[src/verilog/ee2k_consts.vh]
/*
 * Constants for the two-wire 256 x 8 serial memory slave: array geometry,
 * page size, write-cycle timing, buffer size and slave-address field layout.
 * Assumes it is included by bare name from every file that needs it.
 */
`ifndef EE2K_CONSTS_VH
`define EE2K_CONSTS_VH

// array geometry
`define EE_ADDR_W 8
`define EE_DATA_W 8
`define EE_WORDS 256
// page buffer, eight bytes
`define EE_PAGE_W 3
`define EE_PAGE_BYTES 8
// erased cell value
`define EE_ERASED 8'hFF
// longest write-cycle time and clock rate
`define EE_TWR_US 10000
`define EE_CLK_MHZ 25
// whole microseconds times whole MHz gives whole cycles with no rounding
`define EE_TWR_CYC (`EE_TWR_US * `EE_CLK_MHZ)
// slave address fields
`define EE_SA_TYPE_HI 7
`define EE_SA_TYPE_LO 4
`define EE_SA_CS_HI 3
`define EE_SA_CS_LO 1
`define EE_SA_RW 0
// write buffer between page and array
`define EE_FIFO_DEPTH 16
`define EE_FIFO_W 16

`endif

[src/verilog/ee2k_fifo.v]
/*
 * Synchronous FIFO with valid/ready on both sides; width and depth are
 * parameters. Assumes one clock, async active-low reset, and a clock
 * enable that freezes all state while low.
 */
`timescale 1ns/10ps
module ee2k_fifo #(
    parameter W = 16,
    parameter D = 16
) (
    input wire clk,
    input wire arst_n,
    input wire ce,
    input wire in_valid,
    output wire in_ready,
    input wire [W-1:0] in_data,
    output wire out_valid,
    input wire out_ready,
    output wire [W-1:0] out_data
);
    // pointer width from depth
    function integer ee_clog2;
        input integer v;
        integer i;
        begin
            ee_clog2 = 1;
            for (i = 2; i < v; i = i * 2) begin
                ee_clog2 = ee_clog2 + 1;
            end
        end
    endfunction

    localparam AW = ee_clog2(D);

    reg [W-1:0] mem_r [0:D-1];
    reg [AW-1:0] wp_r;
    reg [AW-1:0] rp_r;
    reg [AW:0] cnt_r;
    wire push;
    wire pop;

    // honest full and empty from the occupancy count
    assign in_ready = (cnt_r != D[AW:0]);
    assign out_valid = (cnt_r != {(AW+1){1'b0}});
    assign out_data = mem_r[rp_r];
    assign push = in_valid && in_ready && ce;
    assign pop = out_valid && out_ready && ce;

    // storage, no reset needed on data
    always @(posedge clk) begin
        if (push) begin
            mem_r[wp_r] <= in_data;
        end
    end

    // pointers wrap at depth, which need not be a power of two
    always @(posedge clk or negedge arst_n) begin
        if (!arst_n) begin
            wp_r <= {AW{1'b0}};
            rp_r <= {AW{1'b0}};
            cnt_r <= {(AW+1){1'b0}};
        end else begin
            if (push) begin
                wp_r <= (wp_r == D[AW-1:0] - 1'b1) ? {AW{1'b0}} : wp_r + 1'b1;
            end
            if (pop) begin
                rp_r <= (rp_r == D[AW-1:0] - 1'b1) ? {AW{1'b0}} : rp_r + 1'b1;
            end
            if (push && !pop) begin
                cnt_r <= cnt_r + 1'b1;
            end else if (pop && !push) begin
                cnt_r <= cnt_r - 1'b1;
            end
        end
    end
endmodule

[src/verilog/ee2k_array.v]
/*
 * The 256 x 8 cell array in flip-flops. Each accepted write first erases
 * the cell, then programs it, so it accepts at most one write every two
 * cycles. Assumes one clock, async reset, clock enable.
 */
`timescale 1ns/10ps
`include "ee2k_consts.vh"
module ee2k_array #(
    parameter AW = `EE_ADDR_W,
    parameter DW = `EE_DATA_W
) (
    input wire clk,
    input wire arst_n,
    input wire ce,
    input wire wr_valid,
    output wire wr_ready,
    input wire [AW-1:0] wr_addr,
    input wire [DW-1:0] wr_data,
    output wire idle,
    input wire [AW-1:0] rd_addr,
    output wire [DW-1:0] rd_data
);
    reg [DW-1:0] cell_r [0:(1<<AW)-1];
    reg prog_r;
    reg [AW-1:0] paddr_r;
    reg [DW-1:0] pdata_r;

    // program phase blocks the next write, giving back-pressure to the fifo
    assign wr_ready = !prog_r;
    assign idle = !prog_r;
    assign rd_data = cell_r[rd_addr];

    // erase then program; cells are kept across reset like real storage
    always @(posedge clk) begin
        if (ce) begin
            if (wr_valid && !prog_r) begin
                cell_r[wr_addr] <= `EE_ERASED;
            end else if (prog_r) begin
                cell_r[paddr_r] <= pdata_r;
            end
        end
    end

    // phase control
    always @(posedge clk or negedge arst_n) begin
        if (!arst_n) begin
            prog_r <= 1'b0;
            paddr_r <= {AW{1'b0}};
            pdata_r <= {DW{1'b0}};
        end else if (ce) begin
            if (wr_valid && !prog_r) begin
                prog_r <= 1'b1;
                paddr_r <= wr_addr;
                pdata_r <= wr_data;
            end else begin
                prog_r <= 1'b0;
            end
        end
    end
endmodule

[src/verilog/ee2k_slave.v]
/*
 * Two-wire bus slave for a 256 x 8 nonvolatile array with 8-byte page
 * write, write-protect pin and self-timed write cycle.
 * Assumes scl_i and sda_i are already synchronous to clk and that clk is
 * far faster than the bus clock; sda is open drain, resolved outside.
 */
`timescale 1ns/10ps
`include "ee2k_consts.vh"
module ee2k_slave #(
    parameter TWR_CYC = `EE_TWR_CYC,
    parameter [3:0] TYPE_CODE = 4'h6, // arbitrary value, set per system
    parameter FIFO_DEPTH = `EE_FIFO_DEPTH
) (
    input wire clk,
    input wire arst_n,
    input wire ce,
    input wire scl_i,
    input wire sda_i,
    output wire sda_o,
    output wire sda_oe,
    input wire chip_select_bit0,
    input wire chip_select_bit1,
    input wire chip_select_bit2,
    input wire wp,
    output wire busy
);
    // bus states, one-hot
    localparam [6:0] S_IDLE = 7'h01;
    localparam [6:0] S_RX = 7'h02;
    localparam [6:0] S_ACK = 7'h04;
    localparam [6:0] S_TX = 7'h08;
    localparam [6:0] S_MACK = 7'h10;
    localparam [6:0] S_DROP = 7'h20;
    localparam [6:0] S_TXLD = 7'h40;
    // kind of byte being received
    localparam [1:0] K_DEV = 2'h0;
    localparam [1:0] K_WORD = 2'h1;
    localparam [1:0] K_DATA = 2'h2;

    reg [6:0] st_r;
    reg [1:0] kind_r;
    reg scl_q_r;
    reg sda_q_r;
    reg [7:0] sh_r;
    reg [2:0] bit_r;
    reg ack_r;
    reg oe_r;
    reg rw_r;
    reg mack_r;
    reg [7:0] ptr_r;
    reg [7:0] txsh_r;
    reg [7:0] pg_data_r [0:`EE_PAGE_BYTES-1];
    reg [7:0] pg_vld_r;
    reg [4:0] pg_base_r;
    reg busy_r;
    reg push_go_r;
    reg [2:0] push_idx_r;
    reg [31:0] twr_cnt_r;
    reg [7:0] pg_vld_snap_r;
    reg [7:0] pg_snap_data_r [0:`EE_PAGE_BYTES-1];
    reg [4:0] snap_base_r;
    wire scl_rise;
    wire scl_fall;
    wire start_cond;
    wire stop_cond;
    wire [7:0] byte_in;
    wire addr_match;
    wire fifo_in_ready;
    wire fifo_in_valid;
    wire fifo_out_valid;
    wire fifo_out_ready;
    wire [15:0] fifo_out_data;
    wire arr_ready;
    wire arr_idle;
    wire [7:0] rd_data;
    wire twr_done;
    integer i;
    integer j;

    // in-page increment: low three bits wrap, page base kept
    function [7:0] ee_page_inc;
        input [7:0] a;
        begin
            ee_page_inc = {a[7:3], a[2:0] + 3'h1};
        end
    endfunction

    // edges of the master clock and line events; the master owns scl
    assign scl_rise = scl_i && !scl_q_r;
    assign scl_fall = !scl_i && scl_q_r;
    assign start_cond = scl_i && scl_q_r && sda_q_r && !sda_i;
    assign stop_cond = scl_i && scl_q_r && !sda_q_r && sda_i;
    assign byte_in = {sh_r[6:0], sda_i};

    // type code and all three select pins must match
    assign addr_match = (byte_in[`EE_SA_TYPE_HI:`EE_SA_TYPE_LO] == TYPE_CODE) &&
        (byte_in[`EE_SA_CS_HI:`EE_SA_CS_LO] == {chip_select_bit2, chip_select_bit1, chip_select_bit0});

    // open drain: output level is always low, only the enable moves
    assign sda_o = 1'b0;
    assign sda_oe = oe_r;
    assign busy = busy_r;

    // serial engine
    always @(posedge clk or negedge arst_n) begin
        if (!arst_n) begin
            st_r <= S_IDLE;
            kind_r <= K_DEV;
            scl_q_r <= 1'b1;
            sda_q_r <= 1'b1;
            sh_r <= 8'h00;
            bit_r <= 3'h0;
            ack_r <= 1'b0;
            oe_r <= 1'b0;
            rw_r <= 1'b0;
            mack_r <= 1'b0;
            ptr_r <= 8'h00;
            txsh_r <= 8'hFF;
            pg_vld_r <= 8'h00;
            pg_base_r <= 5'h00;
            for (i = 0; i < `EE_PAGE_BYTES; i = i + 1) begin
                pg_data_r[i] <= 8'h00;
            end
        end else if (ce) begin
            scl_q_r <= scl_i;
            sda_q_r <= sda_i;
            if (start_cond) begin
                // repeated start drops any uncommitted page
                st_r <= S_RX;
                kind_r <= K_DEV;
                bit_r <= 3'h0;
                oe_r <= 1'b0;
                pg_vld_r <= 8'h00;
            end else if (stop_cond) begin
                st_r <= S_IDLE;
                oe_r <= 1'b0;
                pg_vld_r <= 8'h00; // handed to the programmer below
            end else begin
                case (st_r)
                    S_RX: begin
                        if (scl_rise) begin
                            sh_r <= byte_in;
                            bit_r <= bit_r + 3'h1;
                            if (bit_r == 3'h7) begin
                                case (kind_r)
                                    K_DEV: ack_r <= addr_match && !busy_r;
                                    K_WORD: ack_r <= 1'b1;
                                    default: ack_r <= !wp;
                                endcase
                                st_r <= S_ACK;
                            end
                        end
                    end
                    S_ACK: begin
                        // pull low for the ninth clock only when accepting
                        if (scl_fall && !oe_r) begin
                            oe_r <= ack_r;
                            if (!ack_r) begin
                                st_r <= S_DROP;
                            end
                        end else if (scl_fall && oe_r) begin
                            oe_r <= 1'b0;
                            bit_r <= 3'h0;
                            st_r <= S_RX;
                            case (kind_r)
                                K_DEV: begin
                                    rw_r <= sh_r[`EE_SA_RW];
                                    kind_r <= K_WORD;
                                    if (sh_r[`EE_SA_RW]) begin
                                        st_r <= S_TXLD;
                                    end
                                end
                                K_WORD: begin
                                    ptr_r <= sh_r;
                                    pg_base_r <= sh_r[7:3];
                                    kind_r <= K_DATA;
                                end
                                default: begin
                                    // store in page slot, wrap past eight
                                    pg_data_r[ptr_r[2:0]] <= sh_r;
                                    pg_vld_r[ptr_r[2:0]] <= 1'b1;
                                    ptr_r <= ee_page_inc(ptr_r);
                                end
                            endcase
                        end
                    end
                    S_TXLD: begin
                        // ack clock already released; drive first bit now
                        txsh_r <= {rd_data[6:0], 1'b1};
                        oe_r <= !rd_data[7];
                        ptr_r <= ptr_r + 8'h01;
                        bit_r <= 3'h0;
                        st_r <= S_TX;
                    end
                    S_TX: begin
                        if (scl_fall) begin
                            if (bit_r == 3'h7) begin
                                oe_r <= 1'b0;
                                st_r <= S_MACK;
                            end else begin
                                oe_r <= !txsh_r[7];
                                txsh_r <= {txsh_r[6:0], 1'b1};
                                bit_r <= bit_r + 3'h1;
                            end
                        end
                    end
                    S_MACK: begin
                        if (scl_rise) begin
                            mack_r <= !sda_i;
                        end else if (scl_fall) begin
                            st_r <= mack_r ? S_TXLD : S_DROP;
                        end
                    end
                    S_DROP: begin
                        oe_r <= 1'b0;
                    end
                    default: begin
                        oe_r <= 1'b0;
                    end
                endcase
            end
        end
    end

    // programming control: stop commits the page and starts the timed cycle
    assign twr_done = (twr_cnt_r == 32'h0);
    assign fifo_in_valid = push_go_r && pg_vld_snap_r[push_idx_r];

    // own loop index, so the serial engine's index keeps a single driver
    always @(posedge clk or negedge arst_n) begin
        if (!arst_n) begin
            busy_r <= 1'b0;
            push_go_r <= 1'b0;
            push_idx_r <= 3'h0;
            twr_cnt_r <= 32'h0;
            pg_vld_snap_r <= 8'h00;
            snap_base_r <= 5'h00;
            for (j = 0; j < `EE_PAGE_BYTES; j = j + 1) begin
                pg_snap_data_r[j] <= 8'h00;
            end
        end else if (ce) begin
            if (stop_cond && !busy_r && (pg_vld_r != 8'h00)) begin
                // protected writes never filled the page, so never start
                busy_r <= 1'b1;
                push_go_r <= 1'b1;
                push_idx_r <= 3'h0;
                twr_cnt_r <= TWR_CYC - 1;
                pg_vld_snap_r <= pg_vld_r;
                snap_base_r <= pg_base_r;
                for (j = 0; j < `EE_PAGE_BYTES; j = j + 1) begin
                    pg_snap_data_r[j] <= pg_data_r[j];
                end
            end else if (busy_r) begin
                if (!twr_done) begin
                    twr_cnt_r <= twr_cnt_r - 32'h1;
                end
                if (push_go_r && (!fifo_in_valid || fifo_in_ready)) begin
                    push_idx_r <= push_idx_r + 3'h1;
                    if (push_idx_r == 3'h7) begin
                        push_go_r <= 1'b0;
                    end
                end
                // busy holds for the full cycle time and until cells settle
                if (twr_done && !push_go_r && !fifo_out_valid && arr_idle) begin
                    busy_r <= 1'b0;
                end
            end
        end
    end

    // array drains the buffer only during the write cycle
    assign fifo_out_ready = arr_ready && busy_r;

    ee2k_fifo #(
        .W(`EE_FIFO_W),
        .D(FIFO_DEPTH)
    ) u_fifo (
        .clk(clk),
        .arst_n(arst_n),
        .ce(ce),
        .in_valid(fifo_in_valid),
        .in_ready(fifo_in_ready),
        .in_data({snap_base_r, push_idx_r, pg_snap_data_r[push_idx_r]}),
        .out_valid(fifo_out_valid),
        .out_ready(fifo_out_ready),
        .out_data(fifo_out_data)
    );

    ee2k_array #(
        .AW(`EE_ADDR_W),
        .DW(`EE_DATA_W)
    ) u_array (
        .clk(clk),
        .arst_n(arst_n),
        .ce(ce),
        .wr_valid(fifo_out_valid && busy_r),
        .wr_ready(arr_ready),
        .wr_addr(fifo_out_data[15:8]),
        .wr_data(fifo_out_data[7:0]),
        .idle(arr_idle),
        .rd_addr(ptr_r),
        .rd_data(rd_data)
    );
endmodule

[config.mk]
export PLATFORM = sky130hd
export DESIGN_NAME = ee2k_slave
export DESIGN_NICKNAME = d
export VERILOG_FILES = /design/src/verilog/ee2k_fifo.v /design/src/verilog/ee2k_array.v /design/src/verilog/ee2k_slave.v
export VERILOG_INCLUDE_DIRS = /design/src /design/src/verilog
export SDC_FILE = /design/constraint.sdc
export NUM_CORES = 2
export LEC_CHECK = 0
export BUFFER_PORTS_ARGS = -buffer_cell sky130_fd_sc_hd__buf_2
export CORE_MARGIN = 2
export CORE_UTILIZATION = 60
export CTS_CLUSTER_DIAMETER = 50
export CTS_CLUSTER_SIZE = 28
export DETAILED_ROUTE_END_ITERATION = 8
export HOLD_SLACK_MARGIN = 0.05
export PLACE_DENSITY = 0.74
export SLEW_MARGIN = 25
export SYNTH_ARGS = -nofsm -noshare
export SYNTH_HDL_FRONTEND = slang
export SYNTH_SLANG_ARGS = --single-unit
[constraint.sdc]
create_clock -name clk -period 4.9 [get_ports clk]
set_input_delay 0.98 -clock clk [delete_from_list [all_inputs] [get_ports clk]]
set_output_delay 0.98 -clock clk [all_outputs]
set_load 0.05 [all_outputs]
=== After elaboration in Yosys (flattened, before gate mapping) ===
Memories as Yosys holds them, arrays and structs flattened.
Index checks and enable logic that the tools add are counted.

* Memories kept: 2
* Word-level logic and storage cells: 276
* Bits in writable memories: 2304
* Input bits: 9
* Output and inout bits: 3
* Register bits after elaboration: 262

{| class="wikitable"
|+ Memory list
! name !! words !! bits a word !! rd ports !! clocked after Yosys merged registers in !! wr ports !! RTL line !! text
|-
| u_array.cell_r || 256 || 8 || 1 || 0 || 1 || ee2k_array.v:23 || <nowiki>reg [DW-1:0] cell_r [0:(1<<AW)-1];</nowiki>
|-
| u_fifo.mem_r || 16 || 16 || 1 || 0 || 1 || ee2k_fifo.v:35 || <nowiki>reg [W-1:0] mem_r [0:D-1];</nowiki>
|}

* Reduce and logical (&&, ||, !) cells: 83
* Bitwise logic cells: 7
* Equality and inequality tests: 38
* Mux-type cells: 89
* $add $sub $neg: 9
* $lt $le $gt $ge: 6

{| class="wikitable"
|+ Operators by type and width
! cell !! number
|-
| 2-to-1 mux 8 bit || 15
|-
| 2-to-1 mux 7 bit || 14
|-
| 2-to-1 mux 32 bit || 3
|-
| bitwise mux 64 bit || 1
|-
| case mux 8 bit (2 select lines) || 3
|-
| case mux 7 bit (5 select lines) || 1
|-
| zero test 32 bit || 1
|-
| subtractor 32 x 1 -> 32 bit (second input constant) || 1
|-
| 2-to-1 mux 3 bit || 10
|-
| logical AND 1 bit || 29
|-
| 2-to-1 mux 1 bit || 25
|-
| binary-select mux 8 bit (select 3 bit) || 1
|-
| demux 8 bit (select 3 bit) || 1
|-
| inequality test 4 bit (second input constant) || 6
|-
| AND reduction 7 bit || 3
|-
| inequality test 3 bit (second input constant) || 6
|-
| AND reduction 6 bit || 3
|-
| AND reduction 8 bit || 2
|-
| nonzero test 2 bit || 8
|-
| zero test 1 bit || 15
|-
| inequality test 5 bit (second input constant) || 3
|-
| AND reduction 5 bit || 3
|-
| inequality test 2 bit (second input constant) || 7
|-
| case mux 3 bit (4 select lines) || 1
|-
| other kinds (44) || 70
|}

=== Logic depth before layout (Yosys ltp) ===
* Depth after elaboration: 11
* Mapped depth: 14
* Gate-level depth less buffers: 12

=== Cells and area by module ===
Synthesis repeated with hierarchy kept, for this count alone.

* Cells, all modules: 5355
* Area, all modules: 101778.9 um^2

{| class="wikitable"
|+ Modules (own cells, without submodules)
! module !! instances !! area an instance (um^2) !! cells an instance !! sequential area each (um^2)
|-
| ee2k_array || 1 || 80242.0 || 3803 || 61924.4
|-
| ee2k_slave || 1 || 10876.7 || 1026 || 5793.1
|-
| ee2k_fifo || 1 || 10660.2 || 526 || 8012.7
|}

=== Worst setup path after synthesis ===
Ideal clock, no wire load.

* Kind: input to register
* Start: in ce
* End: mem u_array.cell_r[0][0] in the netlist's numbering (data pin)
* Buffers on the path: 3
* Setup slack: 0.716 ns
* Library setup time: 0.555 ns
* Arrival time: 3.630 ns
* Data required time: 4.345 ns
* Cell stages on the path: 5
* Path through: clkbuf_1 -> nand2_1 -> clkbuf_1 -> clkbuf_1 -> or2_2

* Cells in the longest elaborated chain, start to end: 4

{| class="wikitable"
|+ Ends and longest elaborated chain
! what !! RTL line !! text
|-
| start, declared || ee2k_slave.v:16 || <nowiki>input wire ce,</nowiki>
|-
| 2-to-1 mux 1 bit || ee2k_array.v:35 || <nowiki>if (ce) begin</nowiki>
|-
| 2-to-1 mux 1 bit (implied by the code) || ee2k_array.v:39 || <nowiki>cell_r[paddr_r] <= pdata_r;</nowiki>
|-
| OR reduction 8 bit (no source line) || - ||
|-
| 2-to-1 mux 8 bit (no source line) || - ||
|-
| end, declared || ee2k_array.v:23 ||
|}

Every way passes these cells.

=== Worst setup path after layout ===
* Start: reg ptr_r[0]
* End: reg txsh_r[4]

* Cells in the longest elaborated chain, start to end: 2

{| class="wikitable"
|+ Ends and longest elaborated chain
! what !! RTL line !! text
|-
| start, declared || ee2k_slave.v:50 || <nowiki>reg [7:0] ptr_r;</nowiki>
|-
| start signal, assigned || ee2k_slave.v:174 || <nowiki>ptr_r <= sh_r;</nowiki>
|-
| start signal, assigned || ee2k_slave.v:182 || <nowiki>ptr_r <= ee_page_inc(ptr_r);</nowiki>
|-
| start signal, assigned || ee2k_slave.v:191 || <nowiki>ptr_r <= ptr_r + 8'h01;</nowiki>
|-
| memory read (256 x 8 bit) || - ||
|-
| case mux 8 bit (2 select lines) || ee2k_slave.v:139 || <nowiki>case (st_r)</nowiki>
|-
| end signal, assigned || ee2k_slave.v:189 || <nowiki>txsh_r <= {rd_data[6:0], 1'b1};</nowiki>
|-
| end signal, assigned || ee2k_slave.v:202 || <nowiki>txsh_r <= {txsh_r[6:0], 1'b1};</nowiki>
|-
| end, declared || ee2k_slave.v:51 || <nowiki>reg [7:0] txsh_r;</nowiki>
|}

Every way passes these cells.
A chain may end at the register's enable or synchronous reset.

==> key figures <==
Run status
  • Status: completed

Logic synthesis
  • Sequential-to-total area share from yosys stat: 0.746
  • Post-synthesis cell count: approximately 6300
  • Post-synth EDFFs: 2304
  • Top FF cell, synth: edfxtp_1
  • Syn avg cell area: 16.2 um2
  • Ys Warns: 0
  • Synth Cell Area: 101000 um2
  • Number of synthesized register bits: 2565
  • Synth async-reset ratio: 0.102
  • Post-synthesis net count: between 6000 and 7000
  • Library cells used by synthesis: 90

STA
  • Setup_tns: 0 ns
  • Period utilization: 0.899
  • Achievable Freq: 227 MHz
  • Relative slew slack: 0.177
  • RSZ-0062 raised after global routing: false
  • Max Clock Skew: 0.0660 ns
  • WHS: 0.152 ns
  • Fin crit period: 4.40 ns
  • Final slew viol count: 0
  • Crit path setup slack, layout: 0.497 ns
  • Final Hold Fails: 0
  • Worst slew pin tran: 1.22 ns
  • Setup violations, final: 0

Place
  • Dpl cells: 8625
  • DP Area: around 110000 um2
  • Final HPWL DP: ~180000 um
  • Gpl congestion: between 0.9 and 1
  • # port buffers: 10
  • Worst slack, placed: 0.737 ns

Die
  • Starting Density: 0.605
  • Die height: roughly 420 um
  • Die X: 415 um
  • Die ar.: ~170000 um2
  • Core area: 168000 um2
  • I/O Pins: 12
  • FP Rows: 150

Clocking
  • Clk sinks: approximately 2600
  • Hold_buf cts: 0
  • CTS H-Tree Depth: 4
  • Clk slew on worst S/H paths: 0.08 ns
  • Max Buffers Root-to-Sink: 3
  • Postcts setup bufs: 0
  • CTS tree: yes
  • Post-CTS sizing: 0
  • TritonCTS Buffers: 172
  • Skew-Pair Late Insertion Delay: roughly 0.87 ns
  • Root Driver: clkbuf_16

Critical path
  • Worst Path Required: 5.67 ns
  • Kind of critical path: register to register
  • Crit start category: register
  • Depth of the most critical reg-to-reg path: 9
  • Max FO, Critical Path: 50
  • Setup crit end kind: register
  • Worst EP arrival: 5.17 ns

Power and ir drop
  • Comb power frac: 0.208
  • Sequential power share: 0.494
  • Sw frac: 0.318
  • Max VDD drop: 431 uV
  • Pint: 36.1 mW
  • Sw power: 16.8 mW
  • Total power: 52.9 mW
  • Leak: 37.3 nW
  • Clock power share: 0.299
  • PwrDens: roughly 460 nW/um2

Final layout
  • Commonest non-fill, non-tap cells in the layout: edfxtp_1, nand2_1, buf_4
  • Final Util: 0.680
  • Nets: ~6600
  • Post-Layout Cell Count: around 9000
  • Most common cell after layout, fill and taps aside: edfxtp_1
  • Layout cells sized above 1: 0.205
  • Design area: 114000 um2
  • Layout Area Growth over Synthesis: 12.3%

Min path
  • Hold crit path type: input port to asynchronous set/reset pin

Route
  • Drt drc: 0
  • TritonRoute pass-1 iters: 8
  • Antenna viol nets, final: 0
  • Initial DRC Count: 10961
  • DR vias: between 60000 and 70000
  • Via/cell ratio: 7.05
  • Final wirelength: between 300000 and 400000 um
  • Routed length per instance: 33.7 um

GRT
  • Initial antenna violation count: 10
  • Largest net degree at the start of global routing: 125
  • Global-route wire length before repair: 432000 um
  • Overall routing resource usage: 0.349
  • Number of global-route vias before repair: 60216
  • Grt ovf: 0

Flow run
  • Max-cap violations: 0
-- critical path: stages (launching register included) --
cell	delay [ns]
dfrtp_4	0.83
buf_12	0.41
buf_4	0.52
mux2_2	0.40
a221oi_1	0.27
a221oi_1	0.16
o211ai_1	0.48
o2111ai_1	0.43
nor4b_1	0.54
o31ai_1	0.15
-- sequential cells by signal (all words and copies together) (netlist names), 8 cells and up --
name and flops:
u_array.cell_r 2048, u_fifo.mem_r 256, pg_data_r 64, pg_snap_data_r 64
twr_cnt_r 32, pg_vld_r 8, pg_vld_snap_r 8, ptr_r 8
sh_r 8, u_array.paddr_r 8, u_array.pdata_r 8
-- cell type report --
class,count,area [um2]
repair buffers,576,5100
clock inverters,145,1800
inverters,35,140
flip-flops and latches,2565,75800
well taps,2204,2760
clock buffers,178,4360
multi-input cells,3245,24000
diodes,2,5.00
fillers,10736,53700
-- metal layers --
layer / wire (um) / share of wire / track usage
met1: 105000 / 0.35 / 0.479
met2: 131000 / 0.44 / 0.505
met3: 46900 / 0.16 / 0.114
met4: 18300 / 0.061 / 0.175
met5: 115 / 0.00038 / 0
-- cell families (layout without fill, tap and decap cells) --
| kind of cell | count (synthesis) | in the layout | synth area share |
|---|---|---|---|
| fa+ha+maj | 17 | 17 | 0.00217 |
| buf+inv | 448 | 934 | 0.0192 |
| mux | 704 | 704 | 0.0908 |
| compound gates | 1233 | 1233 | 0.0855 |
| other cells | 1 | 3 | 0.0000370 |
| xor+xnor | 38 | 38 | 0.00328 |
| flops | 2565 | 2565 | 0.746 |
| simple gates | 1252 | 1252 | 0.0528 |
-- synth_stat cells, types with 57 or more instances --
cell type     n  area [um2]
a21oi_1     246        1230
o21ai_0     239        1200
mux4_2      148        3330
mux2i_1     306        3060
nor2_1      465        1750
nand2_1     530        1990
dfrtp_1     251        6280
buf_2       142         711
a221oi_1    199        1740
a22oi_1     142        1070
a221o_1      57         571
mux2_2      248        2790
clkbuf_1    198         743
edfxtp_1   2304       69200
-- worst paths after layout --
check,startpoint,to,slack [ns]
worst max register to register,ptr_r[0],txsh_r[4],0.50
worst min register to register,pg_data_r[20],pg_snap_data_r[20],0.46
max in group asynchronous,arst_n,ptr_r[1],3.50
worst max-delay path,ptr_r[0],txsh_r[4],0.50
worst min-delay path,arst_n,twr_cnt_r[13],0.15
min in group clk,sda_i,mack_r,0.39
-- power groups by stage --
stage	Clock (mW)	Combinational, mW	Sequential [mW]
after floorplan	0	5.71	26.3
after global placement	0	10.3	26.5
after detailed placement	0	10.5	26.6
after CTS	15.8	10.5	26.1
after global routing	16.6	11.2	26.2
final	15.8	11.0	26.1
No activity file was read; power rests on OpenSTA's default activity.
